$ cat src/shared/bus_master_regs.svh
// Offsets, field positions and timing counts of the bus master data port
`ifndef BUS_MASTER_REGS_SVH
`define BUS_MASTER_REGS_SVH
// ---------------------------------------------------------------------
// Register byte offsets
// ---------------------------------------------------------------------
`define OFF_CTRL     8'h00
`define OFF_ADDR     8'h04
`define OFF_WDATA    8'h08
`define OFF_STATUS   8'h0c
`define OFF_RDATA    8'h10
`define OFF_PSW      8'h14
// ---------------------------------------------------------------------
// Field positions
// ---------------------------------------------------------------------
`define CTRL_GO      0
`define CTRL_TYPE_LO 1
`define CTRL_TYPE_HI 2
`define ST_BUSY      0
`define ST_DONE      1
`define ST_OWNER     2
`define ST_HOLD      3
`define ST_TIMEOUT   4
// ---------------------------------------------------------------------
// Control register window, 18-bit bus address
// ---------------------------------------------------------------------
`define CREG_LO      18'h3fff8
`define CREG_HI      18'h3fffe
// ---------------------------------------------------------------------
// Timing: figures in ns, counts derived at a 20 ns clock
// ---------------------------------------------------------------------
`define CLK_NS       20
`define ADR_DESKEW_NS 150
`define DAT_DESKEW_NS 75
`define SELF_SYNC_NS 50
`define EARLY_T3_NS  30
`define FREE_CLK_NS  90
`define TIMEOUT_NS   10000
`define CYC_UP(ns)   (((ns) + `CLK_NS - 1) / `CLK_NS)
`define CYC_DN(ns)   ((ns) / `CLK_NS)
`define PRE_CNT_W    4
`endif

$ cat src/shared/bus_master_pkg.sv
// Types of the bus master data port
package bus_master_pkg;
  typedef enum logic [1:0] {
    XFER_WORD_READ  = 2'b00,
    XFER_READ_HOLD  = 2'b01,
    XFER_WORD_WRITE = 2'b10,
    XFER_BYTE_WRITE = 2'b11
  } xfer_t;
  typedef enum logic [3:0] {
    S_IDLE, S_ARB, S_STROBE, S_DESKEW, S_SYNC, S_DATA, S_REMOVE, S_T1
  } state_t;
endpackage

$ cat src/logic/bus_master_port.sv
// Processor-side master for word and byte transfers on the system bus
`include "bus_master_regs.svh"
module bus_master_port
  import bus_master_pkg::*;
#(
  parameter int TIMEOUT_CYC = `CYC_DN(`TIMEOUT_NS),
  parameter int ADDR_W      = 18,
  parameter int DATA_W      = 16
) (
  // Clock and reset
  input  wire logic              clk,
  input  wire logic              rst_n,
  // AXI4-Lite register bus
  input  wire logic [7:0]        s_axi_awaddr,
  input  wire logic              s_axi_awvalid,
  output logic                   s_axi_awready,
  input  wire logic [31:0]       s_axi_wdata,
  input  wire logic [3:0]        s_axi_wstrb,
  input  wire logic              s_axi_wvalid,
  output logic                   s_axi_wready,
  output logic [1:0]             s_axi_bresp,
  output logic                   s_axi_bvalid,
  input  wire logic              s_axi_bready,
  input  wire logic [7:0]        s_axi_araddr,
  input  wire logic              s_axi_arvalid,
  output logic                   s_axi_arready,
  output logic [31:0]            s_axi_rdata,
  output logic [1:0]             s_axi_rresp,
  output logic                   s_axi_rvalid,
  input  wire logic              s_axi_rready,
  // Arbitration side
  input  wire logic              nonprocessorTransferRequest,
  input  wire logic              abortPending,
  // System bus pins
  input  wire logic              busBusyIn,
  output logic                   busBusyOut,
  output logic                   busBusyOe,
  output logic [ADDR_W-1:0]      busAddr,
  output logic                   transferTypeHigh,
  output logic                   transferTypeLow,
  output logic                   busLinesOe,
  input  wire logic [DATA_W-1:0] busDataIn,
  output logic [DATA_W-1:0]      busDataOut,
  output logic                   busDataOe,
  output logic                   masterSync,
  input  wire logic              slaveSyncIn,
  output logic                   slaveSyncOut,
  output logic                   slaveSyncOe,
  // Processor side events
  output logic                   clockResume,
  output logic                   abortEntryState,
  output logic                   busError,
  output logic [DATA_W-1:0]      processorStatusWord
);
  localparam int ADR_CYC  = `CYC_UP(`ADR_DESKEW_NS);
  localparam int DAT_CYC  = `CYC_UP(`DAT_DESKEW_NS);
  localparam int SELF_CYC = `CYC_UP(`SELF_SYNC_NS);
  localparam int T3_CYC   = `CYC_UP(`EARLY_T3_NS);
  localparam int FREE_CYC = `CYC_UP(`FREE_CLK_NS);

  if (ADDR_W != 18 || DATA_W != 16 || TIMEOUT_CYC < 1 ||
      TIMEOUT_CYC > 65535) begin : gBadParams
    $error("bus_master_port: unsupported parameters");
  end

  // -------------------------------------------------------------------
  // State
  // -------------------------------------------------------------------
  state_t              state_ff, nxt_state;
  xfer_t               type_ff;
  logic [ADDR_W-1:0]   addr_ff;
  logic [DATA_W-1:0]   wdata_ff, bufferReg_ff, busBuf_ff;
  logic [7:0]          cnt_ff;
  logic                owner_ff, hold_ff, startBus_ff, master_sync_ff;
  logic                timeout_ff, toErr_ff, done_ff, go_ff;
  logic [3:0]          selfCnt_ff;
  logic                selfSync_ff;
  logic [`PRE_CNT_W-1:0] preCnt_ff;
  logic [2:0]          freeDiv_ff;
  logic                timerRun_ff;
  logic [15:0]         timer_ff;
  logic [DATA_W-1:0]   creg_ff [4];
  logic                slave_sync, ctrlHit, isWrite, freePulse, timeoutHit;
  logic                goStart;

  assign slave_sync    = slaveSyncIn | selfSync_ff;
  assign isWrite = type_ff[1];
  assign ctrlHit = (addr_ff >= `CREG_LO) && (addr_ff <= `CREG_HI);
  assign freePulse  = (freeDiv_ff == 3'(FREE_CYC - 1));
  assign timeoutHit = timerRun_ff && (timer_ff == 16'(TIMEOUT_CYC - 1))
                      && !slave_sync;

  // -------------------------------------------------------------------
  // AXI4-Lite slave
  // -------------------------------------------------------------------
  logic wrFire, rdFire, wrOk, rdOk;
  assign s_axi_awready = s_axi_awvalid && s_axi_wvalid && !s_axi_bvalid;
  assign s_axi_wready  = s_axi_awready;
  assign wrFire        = s_axi_awready;
  assign s_axi_arready = !s_axi_rvalid;
  assign rdFire        = s_axi_arvalid && s_axi_arready;
  assign wrOk = s_axi_awaddr == `OFF_CTRL || s_axi_awaddr == `OFF_ADDR ||
                s_axi_awaddr == `OFF_WDATA || s_axi_awaddr == `OFF_STATUS;
  assign rdOk = s_axi_araddr <= `OFF_PSW && s_axi_araddr[1:0] == 2'h0;
  assign goStart = wrFire && s_axi_awaddr == `OFF_CTRL && s_axi_wstrb[0]
                   && s_axi_wdata[`CTRL_GO] && state_ff == S_IDLE;

  always_ff @(posedge clk) begin
    if (!rst_n) begin
      s_axi_bvalid <= 1'b0;
      s_axi_bresp  <= 2'h0;
    end else if (wrFire) begin
      s_axi_bvalid <= 1'b1;
      s_axi_bresp  <= wrOk ? 2'h0 : 2'h2;
    end else if (s_axi_bready) begin
      s_axi_bvalid <= 1'b0;
    end
  end

  always_ff @(posedge clk) begin
    if (!rst_n) begin
      s_axi_rvalid <= 1'b0;
      s_axi_rdata  <= 32'h0;
      s_axi_rresp  <= 2'h0;
    end else if (rdFire) begin
      s_axi_rvalid <= 1'b1;
      s_axi_rresp  <= rdOk ? 2'h0 : 2'h2;
      case (s_axi_araddr)
        `OFF_CTRL:   s_axi_rdata <= {29'h0, type_ff, 1'b0};
        `OFF_ADDR:   s_axi_rdata <= {14'h0, addr_ff};
        `OFF_WDATA:  s_axi_rdata <= {16'h0, wdata_ff};
        `OFF_STATUS: s_axi_rdata <= {27'h0, toErr_ff, hold_ff, owner_ff,
                                     done_ff, state_ff != S_IDLE};
        `OFF_RDATA:  s_axi_rdata <= {16'h0, bufferReg_ff};
        `OFF_PSW:    s_axi_rdata <= {16'h0, creg_ff[3]};
        default:     s_axi_rdata <= 32'h0;
      endcase
    end else if (s_axi_rready) begin
      s_axi_rvalid <= 1'b0;
    end
  end

  // Software loads type, address and write data while idle
  always_ff @(posedge clk) begin
    if (!rst_n) begin
      type_ff  <= XFER_WORD_READ;
      addr_ff  <= '0;
      wdata_ff <= '0;
    end else if (wrFire && state_ff == S_IDLE) begin
      case (s_axi_awaddr)
        `OFF_CTRL: if (s_axi_wstrb[0])
          type_ff <= xfer_t'(s_axi_wdata[`CTRL_TYPE_HI:`CTRL_TYPE_LO]);
        // after read-hold only A0 may change
        `OFF_ADDR: if (hold_ff)
          addr_ff[0] <= s_axi_wdata[0];
        else
          addr_ff <= s_axi_wdata[ADDR_W-1:0];
        `OFF_WDATA: wdata_ff <= s_axi_wdata[DATA_W-1:0];
        default: ;
      endcase
    end
  end

  // -------------------------------------------------------------------
  // Transfer sequencer
  // -------------------------------------------------------------------
  always_comb begin
    nxt_state = state_ff;
    case (state_ff)
      S_IDLE:   if (go_ff) nxt_state = hold_ff ? S_STROBE : S_ARB;
      S_ARB:    if (!nonprocessorTransferRequest && !abortPending &&
                    !busBusyIn) nxt_state = S_STROBE;
      S_STROBE: if (cnt_ff == 8'(T3_CYC - 1)) nxt_state = S_DESKEW;
      S_DESKEW: if (cnt_ff == 8'(ADR_CYC - 1) && !slave_sync && startBus_ff &&
                    !timeout_ff) nxt_state = S_SYNC;
      S_SYNC:   if (timeoutHit) nxt_state = S_REMOVE;
        else if (slave_sync) nxt_state = S_DATA;
      S_DATA:   if (cnt_ff == 8'(DAT_CYC - 1)) nxt_state = S_REMOVE;
      // lines held 75 ns after sync drops
      S_REMOVE: if (cnt_ff == 8'(DAT_CYC - 1)) nxt_state = S_T1;
      S_T1:     nxt_state = S_IDLE;
      default:  nxt_state = S_IDLE;
    endcase
  end

  always_ff @(posedge clk) begin
    if (!rst_n) begin
      state_ff <= S_IDLE;
      go_ff    <= 1'b0;
    end else begin
      state_ff <= nxt_state;
      go_ff    <= goStart;
    end
  end

  // Shared delay counter; write deskew restarts while slave_sync is high
  always_ff @(posedge clk) begin
    if (!rst_n || nxt_state != state_ff)
      cnt_ff <= 8'h0;
    // write deskew only while slave_sync negated
    else if (state_ff == S_DESKEW && isWrite && slave_sync)
      cnt_ff <= 8'h0;
    else if (cnt_ff != 8'hff)
      cnt_ff <= cnt_ff + 8'h1;
  end

  always_ff @(posedge clk) begin
    if (!rst_n) begin
      owner_ff <= 1'b0;
      hold_ff  <= 1'b0;
    end else if (state_ff == S_ARB && nxt_state == S_STROBE) begin
      owner_ff <= 1'b1;
    end else if (state_ff == S_T1) begin
      hold_ff  <= (type_ff == XFER_READ_HOLD) && !timeout_ff;
      owner_ff <= (type_ff == XFER_READ_HOLD) && !timeout_ff;
    end
  end

  // start-bus flag set by strobe, cleared by slave_sync
  always_ff @(posedge clk) begin
    if (!rst_n)
      startBus_ff <= 1'b0;
    else if (state_ff == S_STROBE && nxt_state == S_DESKEW)
      startBus_ff <= 1'b1;
    else if ((master_sync_ff && slave_sync) || state_ff == S_T1)
      startBus_ff <= 1'b0;
  end

  // master_sync set after deskew, dropped at phase 3
  always_ff @(posedge clk) begin
    if (!rst_n)
      master_sync_ff <= 1'b0;
    else
      master_sync_ff <= (nxt_state == S_SYNC) || (nxt_state == S_DATA);
  end

  // self slave_sync for control register window
  always_ff @(posedge clk) begin
    if (!rst_n || !master_sync_ff) begin
      selfCnt_ff  <= 4'h0;
      selfSync_ff <= 1'b0;
    end else if (ctrlHit) begin
      if (selfCnt_ff != 4'(SELF_CYC - 1))
        selfCnt_ff <= selfCnt_ff + 4'h1;
      else
        selfSync_ff <= 1'b1;
    end
  end

  // -------------------------------------------------------------------
  // Timeout
  // -------------------------------------------------------------------
  // free pulses every 5 cycles (100 ns) and 4-bit pre-counter
  always_ff @(posedge clk) begin
    if (!rst_n || freePulse)
      freeDiv_ff <= 3'h0;
    else
      freeDiv_ff <= freeDiv_ff + 3'h1;
  end

  always_ff @(posedge clk) begin
    if (!rst_n || !master_sync_ff)
      preCnt_ff <= '0;
    else if (freePulse)
      preCnt_ff <= preCnt_ff + {{(`PRE_CNT_W-1){1'b0}}, 1'b1};
  end

  // timer runs from the carry until slave_sync or expiry
  always_ff @(posedge clk) begin
    if (!rst_n || slave_sync || !master_sync_ff) begin
      timerRun_ff <= 1'b0;
      timer_ff    <= 16'h0;
    end else if (freePulse && &preCnt_ff) begin
      timerRun_ff <= 1'b1;
    end else if (timerRun_ff) begin
      timer_ff    <= timer_ff + 16'h1;
    end
  end

  // timeout flag blocks sync; error bit set wins clear
  always_ff @(posedge clk) begin
    if (!rst_n) begin
      timeout_ff <= 1'b0;
      toErr_ff   <= 1'b0;
    end else begin
      if (timeoutHit)
        timeout_ff <= 1'b1;
      else if (goStart)
        timeout_ff <= 1'b0;
      if (timeoutHit)
        toErr_ff <= 1'b1;
      else if (wrFire && s_axi_awaddr == `OFF_STATUS &&
               s_axi_wstrb[0] && s_axi_wdata[`ST_TIMEOUT])
        toErr_ff <= 1'b0;
    end
  end

  always_ff @(posedge clk) begin
    if (!rst_n) begin
      clockResume     <= 1'b0;
      abortEntryState <= 1'b0;
      busError        <= 1'b0;
    end else begin
      clockResume     <= state_ff == S_SYNC && (slave_sync || timeoutHit);
      abortEntryState <= timeoutHit;
      busError        <= timeoutHit;
    end
  end

  // -------------------------------------------------------------------
  // Data, control registers, done
  // -------------------------------------------------------------------
  always_ff @(posedge clk) begin
    if (!rst_n) begin
      busBuf_ff    <= '0;
      bufferReg_ff <= '0;
      done_ff      <= 1'b0;
      for (int i = 0; i < 4; i++) creg_ff[i] <= '0;
    end else begin
      // read data latched at phase three
      if (state_ff == S_DATA && nxt_state == S_REMOVE && !isWrite)
        busBuf_ff <= ctrlHit ? creg_ff[addr_ff[2:1]] : busDataIn;
      // control registers take the write data register
      if (state_ff == S_DATA && nxt_state == S_REMOVE && isWrite &&
          ctrlHit)
        creg_ff[addr_ff[2:1]] <= wdata_ff;
      // buffer register loaded at phase one
      if (state_ff == S_T1 && !isWrite && !timeout_ff)
        bufferReg_ff <= busBuf_ff;
      if (goStart)
        done_ff <= 1'b0;
      else if (state_ff == S_T1)
        done_ff <= 1'b1;
    end
  end

  // -------------------------------------------------------------------
  // Pin drivers
  // -------------------------------------------------------------------
  // drivers gated by the owner flag
  always_ff @(posedge clk) begin
    if (!rst_n) begin
      busAddr          <= '0;
      transferTypeHigh <= 1'b0;
      transferTypeLow  <= 1'b0;
      busDataOut       <= '0;
    end else begin
      busAddr          <= addr_ff;
      transferTypeHigh <= type_ff[1];
      transferTypeLow  <= type_ff[0];
      busDataOut       <= wdata_ff;
    end
  end

  assign busBusyOut          = owner_ff;
  assign busBusyOe           = owner_ff;
  assign busLinesOe          = owner_ff && state_ff != S_T1 &&
                               state_ff != S_ARB;
  assign busDataOe           = busLinesOe && isWrite;
  assign masterSync          = master_sync_ff;
  assign slaveSyncOut        = selfSync_ff;
  assign slaveSyncOe         = selfSync_ff;
  assign processorStatusWord = creg_ff[3];
endmodule

$ cat config.mk
export PLATFORM = sky130hd
export DESIGN_NAME = bus_master_port
export DESIGN_NICKNAME = d
export VERILOG_FILES = /design/src/shared/bus_master_pkg.sv /design/src/logic/bus_master_port.sv
export VERILOG_INCLUDE_DIRS = /design/src /design/src/shared
export SDC_FILE = /design/constraint.sdc
export NUM_CORES = 1
export LEC_CHECK = 0
export BUFFER_PORTS_ARGS = -buffer_cell sky130_fd_sc_hd__buf_2
export CORE_MARGIN = 4
export CORE_UTILIZATION = 60
export DETAILED_ROUTE_END_ITERATION = 7
export PLACE_DENSITY = 0.85
export SLEW_MARGIN = 20
export SYNTH_ARGS = -nofsm -noshare
export SYNTH_HDL_FRONTEND = slang
export SYNTH_SLANG_ARGS = --single-unit
$ cat constraint.sdc
create_clock -name clk -period 8.15 [get_ports clk]
set_input_delay 0 -clock clk [delete_from_list [all_inputs] [get_ports clk]]
set_output_delay 0 -clock clk [all_outputs]
set_load 0.02 [all_outputs]
==> results_tabular.tex <==
\begin{tabular}{lr}
\hline
Metric & Value \\
\hline
\multicolumn{2}{l}{\textbf{Run status}} \\
Outcome & completed \\
\multicolumn{2}{l}{\textbf{Global routing}} \\
Vias in the first global route & 7969 \\
Global-route wire length before repair & 41.36 mm \\
Global router's overall resource usage & 27.50\% \\
Largest net degree at the start of global routing & 89 \\
Antenna violations before repair & 0 \\
Global route total overflow & 0 \\
\multicolumn{2}{l}{\textbf{Route}} \\
DRC violations left & 0 \\
Total length of routed wires & 26.10 mm \\
Via total after detailed routing & 8235 \\
DR vias/cell & 5.791 \\
First-pass DRT Iterations & 6 \\
Iteration-0 DRC Markers & 827 \\
Wire length per cell & 18.36 µm \\
ANT nets after route & 0 \\
\multicolumn{2}{l}{\textbf{Die}} \\
Die width & 137.2 µm \\
Die area & 18820 µm² \\
Initial cell density of the core & 62.14\% \\
Number of I/O pins & 182 \\
Die height & 137.2 µm \\
Area of the placeable core & 16120 µm² \\
Number of cell rows & 46 \\
\multicolumn{2}{l}{\textbf{Yosys}} \\
Leading area contributor after synthesis & sky130\_fd\_sc\_hd\_\_dfxtp\_1 \\
Main combinational cell family by area after synthesis & simple AND/OR/NAND/NOR gates \\
Arithmetic-cell share of the synthesized area counting full adders, half adders and majority gates & 0.9996\% \\
Mean cell area of the mapped netlist & 9.875 µm² \\
Total of warnings raised by yosys & 0 \\
XOR/XNOR Fraction of Synth Area & 1.912\% \\
Netlist area before placement & 10010 µm² \\
Mapped Cells & 1014 \\
Number of distinct library cell variants in the gate-level netlist after synthesis & 67 \\
Area share of and/or/nand/nor cells after synthesis & 20.37\% \\
Most area-consuming cells after synthesis & sky130\_fd\_sc\_hd\_\_dfxtp\_1 (36\%), sky130\_fd\_sc\_hd\_\_edfxtp\_1 (19\%), sky130\_fd\_sc\_hd\_\_nand2\_1 (6.0\%) \\
Sequential share of the synthesized area & 54.98\% \\
Synth Area in Compound Gates & 10.18\% \\
Mux share of post-synthesis cell area & 6.585\% \\
Number of flops mapped to enable cells by yosys & 64 \\
Dominant register cell in the synthesized netlist & sky130\_fd\_sc\_hd\_\_dfxtp\_1 \\
FF+latch count, synth & 243 \\
Ys async rst share & 0\% \\
Synth top area share & 35.79\% \\
\multicolumn{2}{l}{\textbf{Clock network}} \\
CTS clk-pin slew, worst paths & 0.06 ns \\
Postcts setup bufs & 0 \\
Clock sink count & 243 \\
Clock Latency Late Sink & 0.52 ns \\
H-tree level count & 1 \\
CTS Root Buffer Type & sky130\_fd\_sc\_hd\_\_clkbuf\_16 \\
Clock tree from TritonCTS & yes \\
Inserted Clock Buffers & 24 \\
Longest Clk Path Bufs & 3 \\
\multicolumn{2}{l}{\textbf{Placement}} \\
Minimum setup slack after placement & 4.801 ns \\
Placer congestion estimate & 0.8588 \\
Placed wire-length estimate after detailed placement & 17.83 mm \\
IO Port Bufs & 148 \\
\multicolumn{2}{l}{\textbf{Critical path}} \\
Maximum cell stage delay along the critical path & 0.64 ns \\
Critical path launch point type & flip-flop \\
Worst path arrival time & 3.56 ns \\
Setup CP Type & reg2reg \\
Capturing element type of the critical path & flip-flop \\
Critical-path cell with the highest stage delay & sky130\_fd\_sc\_hd\_\_or3b\_1 \\
CP top delay family & simple AND/OR/NAND/NOR gates \\
Sum of buffers and inverters on the critical path & 0 \\
Highest fanout seen on the critical path & 17 \\
Critical-path cell list & or4\_4 > nor3\_2 > nand3\_2 > nor3b\_2 > or3b\_1 > nand2\_1 \\
Required time of the critical path & 8.30 ns \\
\multicolumn{2}{l}{\textbf{STA}} \\
Final period util & 41.85\% \\
Max-slew headroom at the worst pin & 34.38\% \\
Slack of the critical path & 4.739 ns \\
Fin crit period & 3.411 ns \\
Final-layout worst hold slack & 0.03263 ns \\
Setup-failing EPs final & 0 \\
Final hold violation count & 0 \\
Final setup skew & 0.01908 ns \\
Max Clk Rate & 293.2 MHz \\
RSZ-0062 raised after global routing & no \\
Slew at the pin with the worst max-slew slack & 0.9842 ns \\
Pins Over Slew Limit & 0 \\
Final sum of negative setup slack & 0 ns \\
\multicolumn{2}{l}{\textbf{Power}} \\
Leakage power figure & 4.505 nW \\
Total power divided by cell area & 202.2 nW/µm² \\
Worst IR Drop VDD & 0.1840 mV \\
\multicolumn{2}{l}{\textbf{Finish}} \\
Fraction of final layout cells with drive strength greater than 1 & 19.44\% \\
Commonest non-fill, non-tap cell in the layout & sky130\_fd\_sc\_hd\_\_dfxtp\_1 \\
Nets@finish & 1275 \\
Utilization after layout & 74.64\% \\
Relative area change from synthesis to final layout & 20.13\% \\
Top library cells by usage in the layout, fill and taps aside & sky130\_fd\_sc\_hd\_\_dfxtp\_1 (178), sky130\_fd\_sc\_hd\_\_nand2\_1 (161), sky130\_fd\_sc\_hd\_\_buf\_2 (148) \\
\multicolumn{2}{l}{\textbf{Job}} \\
Max Cap Viol & 0 \\
\multicolumn{2}{l}{\textbf{Hold path}} \\
Hold WC Path Type & in2reg \\
\hline
\end{tabular}
## registers in the layout, indices dropped and copies added (netlist names), 2 cells and up, named ones only
name and cells:
s_axi_rdata 18, freeDiv_ff 3, addr_ff 18, creg_ff 64
timer_ff 16, busDataOut 16, type_ff 2, state_ff 4
cnt_ff 8, selfCnt_ff 4, wdata_ff 16, preCnt_ff 4
bufferReg_ff 16, busBuf_ff 16, busAddr 18
## worst reg2reg max path, delay by kind of cell (launching register included)
kind	cells	cell delay, ns
flops	1	0.34
simple gates	6	2.71
## report_power, final
part           switching [W]  internal, W  leakage [nW]
Combinational      0.0000693    0.0000485          2.09
Clock               0.000451     0.000592         0.360
Sequential         0.0000147      0.00126          2.05
## final cells by class
type	count	area (µm²)
clock buffer	31	646.9
tap	216	270.3
clock inverter	11	93.84
sequential	243	5507
inverter	26	97.59
antenna	2	5.005
timing repair buffer	208	1326
multi-input combinational	685	4083
fill	1036	4086
## timing repair
item                      4_1_cts  5_1_grt
hold buffers                   54        0
resized for setup               0        0
hold endpoints to repair       66        0
## synth_stat cells, types with 3 or more instances
cell / count
sky130_fd_sc_hd__nor2b_1: 8
sky130_fd_sc_hd__and3_1: 6
sky130_fd_sc_hd__nand3_1: 18
sky130_fd_sc_hd__clkbuf_1: 48
sky130_fd_sc_hd__and2_1: 24
sky130_fd_sc_hd__nand2_1: 161
sky130_fd_sc_hd__a21oi_1: 66
sky130_fd_sc_hd__o21ai_1: 3
sky130_fd_sc_hd__a22o_1: 6
sky130_fd_sc_hd__nand3b_1: 5
sky130_fd_sc_hd__nor3_1: 19
sky130_fd_sc_hd__nand4b_1: 3
sky130_fd_sc_hd__and4_1: 4
sky130_fd_sc_hd__a211oi_1: 22
sky130_fd_sc_hd__ha_1: 8
sky130_fd_sc_hd__buf_4: 22
sky130_fd_sc_hd__mux4_2: 18
sky130_fd_sc_hd__nor2_1: 144
sky130_fd_sc_hd__xor2_1: 13
sky130_fd_sc_hd__inv_1: 25
sky130_fd_sc_hd__mux2_2: 3
sky130_fd_sc_hd__or3_1: 6
sky130_fd_sc_hd__dfxtp_1: 179
sky130_fd_sc_hd__nand4_1: 13
sky130_fd_sc_hd__edfxtp_1: 64
sky130_fd_sc_hd__mux2i_1: 22
sky130_fd_sc_hd__xnor2_1: 7
sky130_fd_sc_hd__or2_2: 3
sky130_fd_sc_hd__a22oi_1: 11
sky130_fd_sc_hd__o21ai_0: 21
sky130_fd_sc_hd__nor4_1: 5
sky130_fd_sc_hd__a221oi_1: 13
## kinds of logic after synthesis
family,Yosys count
AO/OA/AOI/OAI,155
flip-flops,243
buffers and inverters,102
AND/OR/NAND/NOR,441
multiplexers,43
other,1
adder cells (fa/ha/maj),8
XOR/XNOR,21
## final timing paths
| check | start | endpoint | slack, ns | depth (start not counted) |
|---|---|---|---|---|
| max | cnt_ff[7] | creg_ff[0][12] | 4.74 | 6 |
| min | nonprocessorTransferRequest | state_ff[0] | 0.03 | 5 |
| max reg2reg | cnt_ff[7] | creg_ff[0][12] | 4.74 | 6 |
| min reg2reg | s_axi_rdata[17] | s_axi_rdata[17] | 0.45 | 2 |
## stage by stage
step / instances / instance area [µm²] / power, W
final: 1422 / 12030 / 0.002433
after global placement: 1324 / 10740 / 0.001389
after CTS: 1420 / 12020 / 0.002435
after floorplan: 1030 / 10070 / 0.001355
after detailed placement: 1324 / 10740 / 0.001392
after global routing: 1420 / 12020 / 0.002494
## per-layer routing
layer,GRT usage [%],wire length [µm]
met3,5.113,2416
met4,8.537,750
met5,0,0
met1,37.59,10710
met2,44.85,12220
(Power assumes the default switching activity.)
